`src/logic/card_host_pkg.sv`:
```
// shared constants and carrier types for the flash card host controller
package card_host_pkg;
	localparam int addr_w = 22;
	localparam int data_w = 16;
	localparam int byte_w = 8;
	localparam int zone_addr_w = 18;
	localparam logic [7:0] read_cmd = 8'h00;
	localparam int clk_period_ns = 4;
	localparam int setup_ns = 20;
	localparam int strobe_ns = 100;
	localparam int recover_ns = 20;
	localparam int access_ns = 250;
	localparam int vpp_setup_ns = 100;
	localparam int setup_cyc = (setup_ns + clk_period_ns - 1) / clk_period_ns;
	localparam int strobe_cyc = (strobe_ns + clk_period_ns - 1) / clk_period_ns;
	localparam int recover_cyc = (recover_ns + clk_period_ns - 1) / clk_period_ns;
	localparam int access_cyc = (access_ns + clk_period_ns - 1) / clk_period_ns;
	localparam int vpp_cyc = (vpp_setup_ns + clk_period_ns - 1) / clk_period_ns;
	localparam int cnt_w = 8;

	typedef enum logic [1:0] {
		width_byte_even,
		width_byte_odd,
		width_word
	} width_mode_t;

	typedef struct packed {
		logic write;
		width_mode_t width;
		logic [addr_w-1:0] addr;
		logic [data_w-1:0] wdata;
		logic program_enable;
	} host_req_t;

	typedef struct packed {
		logic sel_low_n;
		logic sel_high_n;
		logic oe_n;
		logic we_n;
		logic program_low;
		logic program_high;
	} card_ctl_t;

	typedef enum logic [2:0] {
		st_idle,
		st_vpp,
		st_setup,
		st_strobe,
		st_recover
	} cyc_state_t;
endpackage : card_host_pkg

```
`src/logic/sense_sync.sv`:
```
// two-flop synchroniser bank for card-side status pins
module sense_sync #(
	parameter int width = 1
) (
	input wire logic ref_clk,
	input wire logic resetn,
	input wire logic [width-1:0] async_in,
	output logic [width-1:0] sync_out
);
	logic [width-1:0] meta_ff;
	logic [width-1:0] sync_ff;

	// first stage feeds only the second stage
	genvar i;
	generate
		for (i = 0; i < width; i++) begin : g_bit
			always_ff @(posedge ref_clk or negedge resetn) begin
				if (!resetn) begin
					meta_ff[i] <= 1'b1;
					sync_ff[i] <= 1'b1;
				end else begin
					meta_ff[i] <= async_in[i];
					sync_ff[i] <= meta_ff[i];
				end
			end
		end
	endgenerate

	assign sync_out = sync_ff;
endmodule : sense_sync

```
`src/logic/flash_card_host.sv`:
```
// host-side access controller driving a zoned flash card over its socket pins
// Function
// card is read-only unless program supply is raised; host raises it only for writes
// erase and rewrite only through command register writes with high program supply
// each zone has its own command register driving its state machine
// card latches address and data on each write cycle
// after a command, an ordinary read returns data or verify data
// erase acts on a whole 256 K-byte zone; several may run together
// erased zone takes bit or byte writes and random reads
// word mode: low select and supply own low byte, high ones own high byte
// read, write and verify are per byte or word, zone independent
// erase commands anywhere in a zone erase that zone or the pair
// byte mode: host drives only low select, data on low eight lines
// byte mode: lane bit low gives even byte, high gives odd byte
// byte-mode erase: even bytes for one zone, odd bytes for the other
// card gives two active-low grounded insertion-sense outputs
// host samples each sense bit and flags a half-seated card
// write-protect switch forces card write strobe inactive
// zone command register works only with program supply high
// command functions blocked while main supply under lockout level
// host loads commands with ordinary processor write cycles
// low program supply holds command registers at 00h
// card takes address on strobe fall, data on strobe rise
// card data lines float when deselected or output gate off
module flash_card_host
	import card_host_pkg::*;
(
	input wire logic ref_clk,
	input wire logic resetn,
	input wire card_host_pkg::host_req_t req,
	input wire logic req_valid,
	output logic req_ready,
	output logic [card_host_pkg::data_w-1:0] rsp_data,
	output logic rsp_valid,
	output logic rsp_refused,
	output logic card_present,
	output logic card_misseated,
	output logic write_protected,
	output card_host_pkg::card_ctl_t card_ctl,
	output logic [card_host_pkg::addr_w-1:0] card_addr,
	output logic [card_host_pkg::byte_w-1:0] data_low_lane_out,
	output logic [card_host_pkg::byte_w-1:0] data_high_lane_out,
	output logic data_low_lane_oe,
	output logic data_high_lane_oe,
	input wire logic [card_host_pkg::byte_w-1:0] data_low_lane_in,
	input wire logic [card_host_pkg::byte_w-1:0] data_high_lane_in,
	input wire logic insert_sense_first_n,
	input wire logic insert_sense_second_n,
	input wire logic write_protect_pin
);
	import card_host_pkg::*;

	logic [2:0] sense_sync_out;
	cyc_state_t state_ff;
	logic [cnt_w-1:0] cnt_ff;
	host_req_t cur_ff;
	card_ctl_t ctl_ff;
	logic [addr_w-1:0] addr_ff;
	logic [byte_w-1:0] lo_out_ff;
	logic [byte_w-1:0] hi_out_ff;
	logic lo_oe_ff;
	logic hi_oe_ff;
	logic ready_ff;
	logic [data_w-1:0] rsp_data_ff;
	logic rsp_valid_ff;
	logic refused_ff;
	logic present_ff;
	logic misseat_ff;
	logic wp_ff;
	logic sense_a;
	logic sense_b;
	logic wp_s;
	logic [cnt_w-1:0] vpp_len;
	logic [cnt_w-1:0] setup_len;
	logic [cnt_w-1:0] strobe_len;
	logic [cnt_w-1:0] recover_len;
	logic [cnt_w-1:0] access_len;
	logic [data_w-1:0] rd_word;
	logic [data_w-1:0] data_sync;

	assign vpp_len = cnt_w'(vpp_cyc);
	assign setup_len = cnt_w'(setup_cyc);
	assign strobe_len = cnt_w'(strobe_cyc);
	assign recover_len = cnt_w'(recover_cyc);
	assign access_len = cnt_w'(access_cyc);

	// card pins are asynchronous to ref_clk
	sense_sync #(
		.width(3)
	) u_sense_sync (
		.ref_clk(ref_clk),
		.resetn(resetn),
		.async_in({write_protect_pin, insert_sense_second_n, insert_sense_first_n}),
		.sync_out(sense_sync_out)
	);
	assign sense_a = sense_sync_out[0];
	assign sense_b = sense_sync_out[1];
	assign wp_s = sense_sync_out[2];

	// data lanes are card pins too; the long access window absorbs the two-cycle lag
	sense_sync #(
		.width(data_w)
	) u_data_sync (
		.ref_clk(ref_clk),
		.resetn(resetn),
		.async_in({data_high_lane_in, data_low_lane_in}),
		.sync_out(data_sync)
	);

	// both sense bits low means seated; one alone means crooked insertion
	always_ff @(posedge ref_clk or negedge resetn) begin
		if (!resetn) begin
			present_ff <= 1'b0;
			misseat_ff <= 1'b0;
			wp_ff <= 1'b0;
		end else begin
			present_ff <= !sense_a && !sense_b;
			misseat_ff <= sense_a ^ sense_b;
			wp_ff <= wp_s;
		end
	end

	// read word assembly: odd byte arrives on the low lane in byte mode
	always_comb begin
		rd_word = data_sync;
		if (cur_ff.width != width_word) begin
			rd_word = {{byte_w{1'b0}}, data_sync[byte_w-1:0]};
		end
	end

	// access sequencer; one cycle of the card per accepted request, none for a refused one
	always_ff @(posedge ref_clk or negedge resetn) begin
		if (!resetn) begin
			state_ff <= st_idle;
			cnt_ff <= '0;
			cur_ff <= '0;
			ready_ff <= 1'b0;
			refused_ff <= 1'b0;
		end else begin
			refused_ff <= 1'b0;
			case (state_ff)
				st_idle: begin
					ready_ff <= 1'b1;
					if (req_valid && ready_ff) begin
						ready_ff <= 1'b0;
						cur_ff <= req;
						cnt_ff <= '0;
						// no point cycling a write the switch will swallow
						if (!present_ff || (req.write && wp_ff)) begin
							refused_ff <= 1'b1;
							state_ff <= st_recover;
						end else if (req.write) begin
							state_ff <= st_vpp;
						end else begin
							state_ff <= st_setup;
						end
					end
				end
				st_vpp: begin
					cnt_ff <= cnt_ff + 1'b1;
					if (cnt_ff >= vpp_len - 1'b1) begin
						cnt_ff <= '0;
						state_ff <= st_setup;
					end
				end
				st_setup: begin
					cnt_ff <= cnt_ff + 1'b1;
					if (cnt_ff >= setup_len - 1'b1) begin
						cnt_ff <= '0;
						state_ff <= st_strobe;
					end
				end
				st_strobe: begin
					cnt_ff <= cnt_ff + 1'b1;
					// reads hold for full access time; writes for the strobe width
					if (cnt_ff >= (cur_ff.write ? strobe_len : access_len) - 1'b1) begin
						cnt_ff <= '0;
						state_ff <= st_recover;
					end
				end
				st_recover: begin
					cnt_ff <= cnt_ff + 1'b1;
					if (cnt_ff >= recover_len - 1'b1) begin
						cnt_ff <= '0;
						state_ff <= st_idle;
					end
				end
				default: begin
					state_ff <= st_idle;
				end
			endcase
		end
	end

	// read response sampled at the end of the access window
	always_ff @(posedge ref_clk or negedge resetn) begin
		if (!resetn) begin
			rsp_data_ff <= '0;
			rsp_valid_ff <= 1'b0;
		end else begin
			rsp_valid_ff <= 1'b0;
			if (state_ff == st_strobe && !cur_ff.write && cnt_ff >= access_len - 1'b1) begin
				rsp_data_ff <= rd_word;
				rsp_valid_ff <= 1'b1;
			end
		end
	end

	// socket control pins; selects and supplies per lane
	always_ff @(posedge ref_clk or negedge resetn) begin
		if (!resetn) begin
			ctl_ff <= '{sel_low_n: 1'b1, sel_high_n: 1'b1, oe_n: 1'b1, we_n: 1'b1,
				program_low: 1'b0, program_high: 1'b0};
			addr_ff <= '0;
		end else begin
			ctl_ff.oe_n <= !(state_ff == st_strobe && !cur_ff.write);
			// write strobe falls with address settled, rises with data settled
			ctl_ff.we_n <= !(state_ff == st_strobe && cur_ff.write);
			// selects only around the strobe; held one cycle past a write strobe
			// so the card still sees itself selected when it latches on the rise
			if (state_ff == st_setup || state_ff == st_strobe) begin
				ctl_ff.sel_low_n <= 1'b0;
				ctl_ff.sel_high_n <= (cur_ff.width != width_word);
			end else if (ctl_ff.we_n) begin
				ctl_ff.sel_low_n <= 1'b1;
				ctl_ff.sel_high_n <= 1'b1;
			end
			// supply raised from the settle phase on, so it leads the selects
			if (cur_ff.write && cur_ff.program_enable &&
				(state_ff == st_vpp || state_ff == st_setup || state_ff == st_strobe)) begin
				ctl_ff.program_low <= 1'b1;
				ctl_ff.program_high <= (cur_ff.width == width_word) ||
					(cur_ff.width == width_byte_odd);
			end else if (ctl_ff.we_n) begin
				// supply dropped between writes returns zones to read command
				ctl_ff.program_low <= 1'b0;
				ctl_ff.program_high <= 1'b0;
			end
			// lane bit forced low in word mode, parity bit in byte mode
			addr_ff <= {cur_ff.addr[addr_w-1:1], (cur_ff.width == width_byte_odd)};
		end
	end

	// data lane drive; released whenever the card may talk
	always_ff @(posedge ref_clk or negedge resetn) begin
		if (!resetn) begin
			lo_out_ff <= '0;
			hi_out_ff <= '0;
			lo_oe_ff <= 1'b0;
			hi_oe_ff <= 1'b0;
		end else begin
			// data kept on the lanes until the strobe has risen, the card latches there
			lo_oe_ff <= cur_ff.write && (state_ff == st_setup || state_ff == st_strobe || !ctl_ff.we_n);
			hi_oe_ff <= cur_ff.write && (cur_ff.width == width_word) &&
				(state_ff == st_setup || state_ff == st_strobe || !ctl_ff.we_n);
			lo_out_ff <= cur_ff.wdata[byte_w-1:0];
			hi_out_ff <= cur_ff.wdata[data_w-1:byte_w];
		end
	end

	assign req_ready = ready_ff;
	assign rsp_data = rsp_data_ff;
	assign rsp_valid = rsp_valid_ff;
	assign rsp_refused = refused_ff;
	assign card_present = present_ff;
	assign card_misseated = misseat_ff;
	assign write_protected = wp_ff;
	assign card_ctl = ctl_ff;
	assign card_addr = addr_ff;
	assign data_low_lane_out = lo_out_ff;
	assign data_high_lane_out = hi_out_ff;
	assign data_low_lane_oe = lo_oe_ff;
	assign data_high_lane_oe = hi_oe_ff;
endmodule : flash_card_host

```
`config.mk`:
```
export PLATFORM = sky130hd
export DESIGN_NAME = flash_card_host
export DESIGN_NICKNAME = d
export VERILOG_FILES = /design/src/logic/card_host_pkg.sv /design/src/logic/sense_sync.sv /design/src/logic/flash_card_host.sv
export SDC_FILE = /design/constraint.sdc
export NUM_CORES = 1
export LEC_CHECK = 0
export ABC_CLOCK_PERIOD_IN_PS = 1870
export CORE_AREA = 2 2 99 101
export CTS_BUF_LIST = sky130_fd_sc_hd__clkbuf_4
export CTS_CLUSTER_DIAMETER = 100
export DETAILED_ROUTE_END_ITERATION = 10
export DIE_AREA = 0 0 101 103
export DONT_BUFFER_PORTS = 1
export PLACE_DENSITY = 0.76
export SYNTH_ARGS = -nofsm -noshare
export SYNTH_HDL_FRONTEND = slang
export SYNTH_SLANG_ARGS = --single-unit
```
`constraint.sdc`:
```
create_clock -name ref_clk -period 1.87 [get_ports ref_clk]
set_clock_uncertainty 0.2 [all_clocks]
set_input_delay 0.2805 -clock ref_clk [delete_from_list [all_inputs] [get_ports ref_clk]]
set_output_delay 0.2805 -clock ref_clk [all_outputs]
set_load 0.005 [all_outputs]
```
==> results of run 1 <==
==> power breakdown <==
| group | switching [mW] | leakage (nW) | internal, mW | total [mW] |
|---|---|---|---|---|
| logic | 1.07 | 1.10 | 1.38 | 2.45 |
| registers | 0.646 | 1.87 | 4.52 | 5.17 |
| clock network | 1.27 | 0.174 | 0.977 | 2.25 |
==> layout make-up <==
cell class / count / area [um2] / area share, %
multi-input cells: 176 / 1306 / 19.05
flip-flops and latches: 158 / 4009 / 58.46
clock inverters: 15 / 200.2 / 2.919
well taps: 114 / 142.6 / 2.080
repair buffers: 104 / 1032 / 15.05
clock buffers: 17 / 127.6 / 1.861
inverters: 10 / 40.04 / 0.5838
==> registers in the layout (all words and copies together), names as in the netlist, 3 cells and up <==
| register | count |
|---|---|
| card_addr | 22 |
| card_ctl | 6 |
| cnt_ff | 8 |
| cur_ff | 41 |
| data_high_lane_out | 8 |
| data_low_lane_out | 8 |
| rsp_data | 16 |
| state_ff | 3 |
| u_data_sync.meta_ff | 16 |
| u_data_sync.sync_out | 16 |
| u_sense_sync.meta_ff | 3 |
| u_sense_sync.sync_out | 3 |
==> how the worst max path moves through the flow <==
stage	startpoint	to	slack, ns	cells after the start
final	cur_ff[41]	cnt_ff[3]	-0.11	8
after global routing	cnt_ff[1]	state_ff[2]	-0.17	8
after CTS	cur_ff[41]	cnt_ff[3]	-0.13	8
after detailed placement	state_ff[2]	cnt_ff[5]	-0.15	7
after global placement	cur_ff[41]	cnt_ff[3]	-0.08	8
after floorplan	state_ff[0]	cur_ff[10]	-0.12	6
==> kinds of logic after synthesis <==
group | Yosys count | synth area share [%]
compound gates | 34 | 4.374
simple gates | 95 | 8.609
buf+inv | 23 | 2.536
mux | 38 | 7.957
fa+ha+maj | 8 | 1.861
flops | 158 | 74.50
xor+xnor | 1 | 0.1629
==> routing by layer <==
layer  vias up  GRT usage (%)  share of wire (%)
li1       1436              -                  -
met1      1541          25.24                 39
met2       114          37.38                 53
met3        20          8.271                6.2
met4         0          10.19                2.2
met5         -              0                  0
==> cells in the final DEF (no fill, tap or decap), types with 3 or more instances in the layout <==
cell,count
buf_4,30
dfstp_2,42
mux2_1,30
a21oi_1,5
inv_6,4
dfrtp_1,114
mux2_4,3
nor2_1,9
o21ai_0,8
nor3_1,4
inv_1,8
ha_1,7
nand2_1,47
clkbuf_4,17
buf_6,9
nand3b_1,4
dlygate4sd3_1,61
nand3_1,12
inv_8,3
a21o_1,5
bufinv_16,3
mux2_2,5
==> through the flow <==
stage          hold slack (ns)  TNS (ns)  worst slack (ns)
2_1_floorplan          -0.2151    -4.023           -0.1245
3_3_place_gp           -0.2121   -0.2130          -0.07580
3_5_place_dp           -0.2119   -0.9134           -0.1494
4_1_cts                -0.8283   -0.5194           -0.1286
5_1_grt                -0.8487    -2.340           -0.1704
6_report               -0.7657   -0.4529           -0.1107
==> timing repair <==
item                                    in CTS  in global routing
endpoints found under the setup margin      57                 64
setup buffers                                6                  1
resized for setup                           19                  7
pin swaps                                    6                  2
cloned                                       2                  0
endpoints found under the hold margin      221                158
==> flow_metrics.tcl, run 1 <==
set metrics [dict create \
    hold_class "input pin to async pin" \
    grt_pass1_vias 3347 \
    cts-root-buf "clkbuf_4" \
    syn_to_final_growth_pct 27.52 \
    syn_area_per_cell_um2 15.06 \
    syn_area_um2 5378 \
    initial_core_util_pct 56.85 \
    ys.flop_type "dfrtp_1" \
    grt_pass1_wl_um 16970 \
    hold_viol_final 158 \
    cp.buffers_inverters 2 \
    ys_top_cells_by_area "dfrtp_1, dfstp_2, mux2_1, nand2_1, ha_1" \
    tightest_slew_ns 0.3414 \
    setup_ws_ns -0.1107 \
    die_h_um 103 \
    rsz0062_at_grt "yes" \
    peakVddDrop_uv 895.0 \
    synth_most_common_cell "dfrtp_1" \
    arrival_ns 2.19 \
    core-area_um2 9459 \
    grt_antenna_before_repair 0 \
    nets 539 \
    crit_type "register to register" \
    setup_viol_count_final 8 \
    ys_types 46 \
    track_usage_pct 22.12 \
    timing.rr.start "cur_ff[41]" \
    numCtsBuffers 17 \
    slew_headroom_pct 77.24 \
    die_x_um 101 \
    cts.sinks 158 \
    critPathTopFamily "compound AO/OA/AOI/OAI gates" \
    p_per_area_nw_per_um2 1439 \
    clock_latency_ns 0.52 \
    maxSlewViolCount 0 \
    io_pins 132 \
    synthTopCellsByCount "dfrtp_1, nand2_1, dfstp_2, mux2_1, nand3_1" \
    grt_max_degree 159 \
    end_kind "register" \
    critPathLaunchType "register" \
    final_cells 594 \
    worstPathRequired_ns 2.08 \
    min_period_over_period_pct 105.9 \
    synthArstFlopShare_pct 100.0 \
    antenna_cells 0 \
    drt_wl_total_um 10990 \
    synth-seq-area-share_pct 74.50 \
    drt_pass1_iterations 4 \
    r2r_cells 8 \
    crit_chain "inv_2 > ha_1 > and3b_1 > o31ai_1 > a32o_2 > buf_6 > a21o_1 > a22o_1" \
    vias 3111 \
    yosys_warnings 0 \
    yosys.area.top_type "dfrtp_1" \
    drt_iter0_drc 170 \
    dieArea_um2 10400 \
    place_area_um2 5713 \
    overflow 0 \
    htreeDepth 4 \
    timing.rr.end "cnt_ff[3]" \
    cts_tree "yes" \
    numPortBuffers 0 \
    cts_hold_buf 61 \
    cts_buffer_depth 2 \
    fmax_ghz 0.5049 \
    holdWs_ns -0.7657 \
    synth-edff-count 0 \
    cp_max_fo 8 \
    drtAntennaViolNets 0 \
    yosysTopAreaCellShare_pct 53.98 \
    finalInstanceArea_um2 6858 \
    fill_cells 587 \
    drc 0 \
    drive_above_1_share_pct 29.38 \
    clkTransAtPathRegs_ns 0.14 \
    core.rowCount 36 \
    finalPower_mw 9.867 \
    syn_inst 357 \
    placedCellCount 492 \
    status "finished with violations" \
    critPathMaxStageDelay_ns 0.44 \
    fin_util_pct 72.50 \
    hpwl_um 6162 \
    routabilityCongestion 0.8085 \
    timing.final.crit_period_ns 1.981 \
    synth-seq-cells 158 \
    max-cap-violations 0 \
    wl_per_cell_um 18.49 \
    leakagePower_nw 3.147 \
    reg2reg_slack_ns -0.11 \
    syn_nets 429 \
    violations "negative hold slack, negative setup slack" \
    critPathSlowestCell "dfrtp_2" \
    via_per_inst 5.237 \
]
(Power assumes the default switching activity.)
==> run 2, diff against run 1 <==
- CORE_AREA: 2 2 99 101 -> 3 3 100 102
- CTS_BUF_LIST: sky130_fd_sc_hd__clkbuf_4 -> sky130_fd_sc_hd__clkbuf_8
- DIE_AREA: 0 0 101 103 -> 0 0 103 105
==> run 2 against run 1 <==
Cell count down 0.51%. The run still ends with negative hold slack, negative setup slack left. Power grew 5.9%. First-iteration DRC count down 24%. Count of clock-buffer cells in the layout is the same. Sequential cell count unchanged. Die area is 4.0% higher. Largest cell class unchanged. Global-route usage is 2.5 points lower. Via count is 1.8% higher. Combinational power up 15%. Critical path depth shrank 2. Worst hold slack improved by 0.10 ns. Wire length is 7.2% higher.
==> flow_metrics.tcl, run 2 (synthesis gave the netlist of run 1 again) <==
set metrics [dict create \
    end_kind "register" \
    core.rowCount 35 \
    cts_tree "yes" \
    drt_wl_total_um 11780 \
    grt_pass1_vias 3312 \
    final_cell_mix "dfrtp_1, dlygate4sd3_1, dfstp_2, mux2_4, buf_4" \
    tightest_slew_ns 0.3656 \
    drc 0 \
    fill_cells 531 \
    dieArea_um2 10820 \
    setup_viol_count_final 51 \
    cts_hold_buf 61 \
    maxSlewViolCount 0 \
    drive_above_1_share_pct 41.34 \
    violations "negative hold slack, negative setup slack" \
    min_period_over_period_pct 105.2 \
    crit_chain "or2_4 > nor3_4 > buf_6 > buf_12 > buf_12 > mux2_4" \
    io_pins 132 \
    cts_buffer_depth 2 \
    nets 538 \
    worstPathRequired_ns 1.99 \
    die_x_um 103 \
    mostFrequentLayoutCell "dfrtp_1" \
    clock_latency_ns 0.43 \
    setup_ws_ns -0.09645 \
    syn_to_final_growth_pct 33.64 \
    cp_max_fo 7 \
    max-cap-violations 0 \
    holdWs_ns -0.6639 \
    crit_top_cell "buf_12" \
    critPathLaunchType "register" \
    numPortBuffers 0 \
    via_per_inst 5.359 \
    rsz0062_at_grt "yes" \
    htreeDepth 4 \
    preCtsSetupSlack_ns -0.1642 \
    hold_class "input pin to async pin" \
    cts-root-buf "clkbuf_8" \
    overflow 0 \
    largest_register_ffs 41 \
    die_h_um 105 \
    vias 3167 \
    core-area_um2 9196 \
    numCtsBuffers 17 \
    fmax_ghz 0.5085 \
    drtAntennaViolNets 0 \
    initial_core_util_pct 58.48 \
    wl_per_cell_um 19.93 \
    routabilityCongestion 0.8355 \
    fin_util_pct 78.15 \
    track_usage_pct 19.66 \
    largest-register "cur_ff" \
    leakagePower_nw 3.302 \
    p_per_area_nw_per_um2 1454 \
    drt_iter0_drc 130 \
    critPathTopFamily "simple AND/OR/NAND/NOR gates" \
    grt_pass1_wl_um 16190 \
    crit_type "register to register" \
    tns_ns -2.753 \
    slew_headroom_pct 75.63 \
    hpwl_um 6016 \
    timing.final.crit_period_ns 1.966 \
    critPathSlowestCell "dfrtp_2" \
    peakVddDrop_uv 931.7 \
    status "finished with violations" \
    grt_antenna_before_repair 1 \
    cp.buffers_inverters 3 \
    cts.sinks 158 \
    critPathMaxStageDelay_ns 0.46 \
    grt_max_degree 159 \
    drt_pass1_iterations 4 \
    hold_viol_final 158 \
    arrival_ns 2.08 \
    clkTransAtPathRegs_ns 0.10 \
]
run 2: cell count changes in the layout (fill, tap and decap cells not counted), sizes merged:
cell      change
inv           +3
clkinvlp      +2
buf           -7
bufinv        -3
clkbuf        +4
diode         +1
run 2: final cells by class:
cell class / count / area, um2 / area share [%]
Tap cell: 111 / 138.9 / 1.932
Timing Repair Buffer: 101 / 1059 / 14.73
Antenna cell: 1 / 2.502 / 0.03482
Multi-Input combinational cell: 176 / 1525 / 21.22
Timing Repair inverter: 2 / 17.52 / 0.2437
Clock inverter: 15 / 150.1 / 2.089
Sequential cell: 158 / 4010 / 55.80
Inverter: 10 / 50.05 / 0.6964
Clock buffer: 17 / 234.0 / 3.256
run 2: final timing paths:
check | slack [ns] | from | depth (start not counted) | end
worst max-delay path | -0.1 | state_ff[1] | 6 | cur_ff[10]
worst min-delay path | -0.66 | resetn | 0 | rsp_valid
worst max register to register | -0.1 | state_ff[1] | 6 | cur_ff[10]
worst min register to register | 0.15 | u_data_sync.meta_ff[3] | 0 | u_data_sync.sync_out[3]
max in group asynchronous | 1.88 | resetn | 0 | u_sense_sync.meta_ff[1]
min in group ref_clk | 0.07 | req_valid | 3 | state_ff[0]
run 2: where the power goes:
| group | total [mW] | switching (mW) | internal [mW] | leakage (nW) |
|---|---|---|---|---|
| Sequential | 5.26 | 0.733 | 4.53 | 1.87 |
| Clock | 2.36 | 1.37 | 0.993 | 0.190 |
| Combinational | 2.82 | 1.09 | 1.74 | 1.24 |
run 2: layer usage:
layer / up-vias / global-route usage (%) / routed length [um]
met1: 1602 / 22.92 / 4467
met5: - / 0 / 0
met3: 16 / 8.011 / 844
met2: 117 / 31.90 / 6271
met4: 0 / 8.048 / 196
li1: 1432 / - / -
run 2: what timing repair did:
action	CTS	global route
cloned	0	8
gates resized for setup	11	86
endpoints found under the setup margin	51	60
hold endpoints to repair	219	158
pin swaps	3	32
buffers inserted	5	6
run 2: per-stage QoR:
| step | total power, mW | hold slack, ns | cells | area (um2) |
|---|---|---|---|---|
| 3_5_place_dp | 6.981 | -0.2116 | 479 | 5622 |
| 3_3_place_gp | 6.875 | -0.2117 | 479 | 5622 |
| 4_1_cts | 9.646 | -0.6929 | 577 | 6695 |
| 6_report | 10.45 | -0.6639 | 591 | 7187 |
| 2_1_floorplan | 6.341 | -0.2151 | 357 | 5399 |
| 5_1_grt | 11.03 | -0.7104 | 591 | 7187 |
run 2: worst reg2reg max path, delay by kind of cell (launching register included):
kind | cells | cell delay [ns]
simple gates | 2 | 0.47
flops | 1 | 0.46
buf+inv | 3 | 0.45
mux | 1 | 0.29
==> run 3, diff against run 2 <==
- CORE_AREA: 3 3 100 102 -> 5 5 102 104
- DIE_AREA: 0 0 103 105 -> 0 0 107 109
==> run 3 against run 2 <==
The run still ends with negative hold slack, negative setup slack left. Fmax shrank 3.3%. First-iteration DRC count grew 38%. Setup slack lost 0.068 ns. Largest power group unchanged. Critical path depth grew 2. Highest routed layer unchanged.
==> flow_metrics.tcl, run 3 (synthesis gave the netlist of run 1 again) <==
set metrics [dict create \
    fill_cells 525 \
    hold_class "input pin to async pin" \
    setup_viol_count_final 10 \
    crit_type "register to register" \
    antenna_cells 0 \
    critPathSlowestCell "dfrtp_1" \
    vias 3216 \
    hpwl_um 6397 \
    drt_iter0_drc 180 \
    maxSlewViolCount 0 \
    htreeDepth 4 \
    via_per_inst 5.378 \
    largest-register "cur_ff" \
    core.rowCount 36 \
    overflow 0 \
    core-area_um2 9459 \
    rsz0062_at_grt "yes" \
    timing.final.crit_period_ns 2.035 \
    ff_latch_area_um2 4008 \
    numPortBuffers 0 \
    max-cap-violations 0 \
    hold_viol_final 158 \
    setup_ws_ns -0.1645 \
    syn_to_final_growth_pct 34.23 \
    placedCellCount 482 \
    drt_pass1_iterations 4 \
    routabilityCongestion 0.8382 \
    worstPathRequired_ns 2.02 \
    numCtsBuffers 17 \
    io_pins 132 \
    cts_hold_buf 61 \
    wl_per_cell_um 20.71 \
    dieArea_um2 11660 \
    final_cells 598 \
    nets 543 \
    crit_chain "inv_2 > ha_4 > and3b_1 > o31ai_4 > a32o_2 > buf_4 > nor2_4 > nor3_2" \
    critPathLaunchType "register" \
    grt_max_degree 159 \
    arrival_ns 2.19 \
    drtAntennaViolNets 0 \
    clkTransAtPathRegs_ns 0.09 \
    die_h_um 109 \
    grt_pass1_wl_um 17050 \
    p_per_area_nw_per_um2 1493 \
    grt_antenna_before_repair 0 \
    cp_max_fo 6 \
    cts.sinks 158 \
    cts_buffer_depth 2 \
    mostFrequentLayoutCell "dfrtp_1" \
    drt_wl_total_um 12390 \
    drc 0 \
    die_x_um 107 \
    cp.depth 8 \
    min_period_over_period_pct 108.8 \
    status "finished with violations" \
    grt_pass1_vias 3322 \
    violations "negative hold slack, negative setup slack" \
    fmax_ghz 0.4915 \
    critPathTopFamily "compound AO/OA/AOI/OAI gates" \
    final_cell_mix "dfrtp_1, dlygate4sd3_1, dfstp_2, nand2_1, mux2_4" \
    holdWs_ns -0.6621 \
    initial_core_util_pct 56.85 \
    leakagePower_nw 3.318 \
    end_kind "register" \
    tns_ns -1.238 \
    cts-root-buf "clkbuf_8" \
    tightest_slew_ns 0.4063 \
    r2r_cells 8 \
    cts_tree "yes" \
    multi_input_area_um2 1493 \
    largest_register_ffs 41 \
    drive_above_1_share_pct 39.26 \
    cp.buffers_inverters 2 \
    clock_latency_ns 0.43 \
    peakVddDrop_uv 1110 \
    track_usage_pct 19.61 \
    critPathMaxStageDelay_ns 0.42 \
    slew_headroom_pct 72.61 \
]
run 3: cell types whose count changed in the layout (fill, tap and decap cells not counted), sizes merged:
cell	change
inv	-1
diode	-1
buf	+3
clkinvlp	-2
clkinv	+2
a32o	+1
clkbuf	+2
run 3: worst paths after layout:
kind | from | endpoint | slack, ns
hold / removal | resetn | card_addr[17] | -0.66
setup reg to reg | cur_ff[41] | cnt_ff[5] | -0.16
hold reg to reg | u_data_sync.meta_ff[3] | u_data_sync.sync_out[3] | 0.15
setup / recovery | cur_ff[41] | cnt_ff[5] | -0.16
min in group ref_clk | req_valid | state_ff[0] | 0.13
max in group asynchronous | resetn | u_sense_sync.sync_out[0] | 1.83
run 3: per-stage QoR:
step	total power, mW	utilization [%]	area, um2	hold slack (ns)	setup WS (ns)
after floorplan	6.341	-	5399	-0.2151	-0.1245
after global placement	6.892	59.47	5625	-0.2115	-0.07384
after detailed placement	7.044	59.47	5625	-0.2114	-0.1582
after CTS	9.846	71.43	6756	-0.6910	-0.09615
after global routing	11.34	76.31	7218	-0.7191	-0.2110
final	10.78	76.31	7218	-0.6621	-0.1645
run 3: power by group:
| part | total [mW] | switching [mW] | internal, mW |
|---|---|---|---|
| logic | 3.07 | 1.25 | 1.82 |
| registers | 5.25 | 0.720 | 4.53 |
| clock network | 2.46 | 1.44 | 1.02 |
| total | 10.8 | 3.41 | 7.37 |
run 3: final cells by class:
| cell class | count | share of cell area, % |
|---|---|---|
| flip-flops and latches | 158 | 55.52 |
| multi-input cells | 177 | 20.68 |
| repair buffers | 106 | 15.64 |
| clock buffers | 17 | 3.241 |
| clock inverters | 15 | 2.253 |
| well taps | 114 | 1.976 |
| inverters | 10 | 0.5894 |
| repair inverters | 1 | 0.1040 |
run 3: layer usage:
layer / wire [um] / track usage (%) / share of wire, % / vias to the layer above
met1: 4765 / 22.15 / 38 / 1652
met2: 6669 / 33.50 / 54 / 113
met5: 0 / 0 / 0 / -
met3: 826 / 7.460 / 6.7 / 8
li1: - / - / - / 1443
met4: 124 / 8.493 / 1.0 / 0
run 3: timing repair:
action,CTS,global route
resized for setup,13,63
setup buffers,3,11
cloned,3,6
pin swaps,2,20
endpoints found under the setup margin,54,64
hold endpoints to repair,219,158
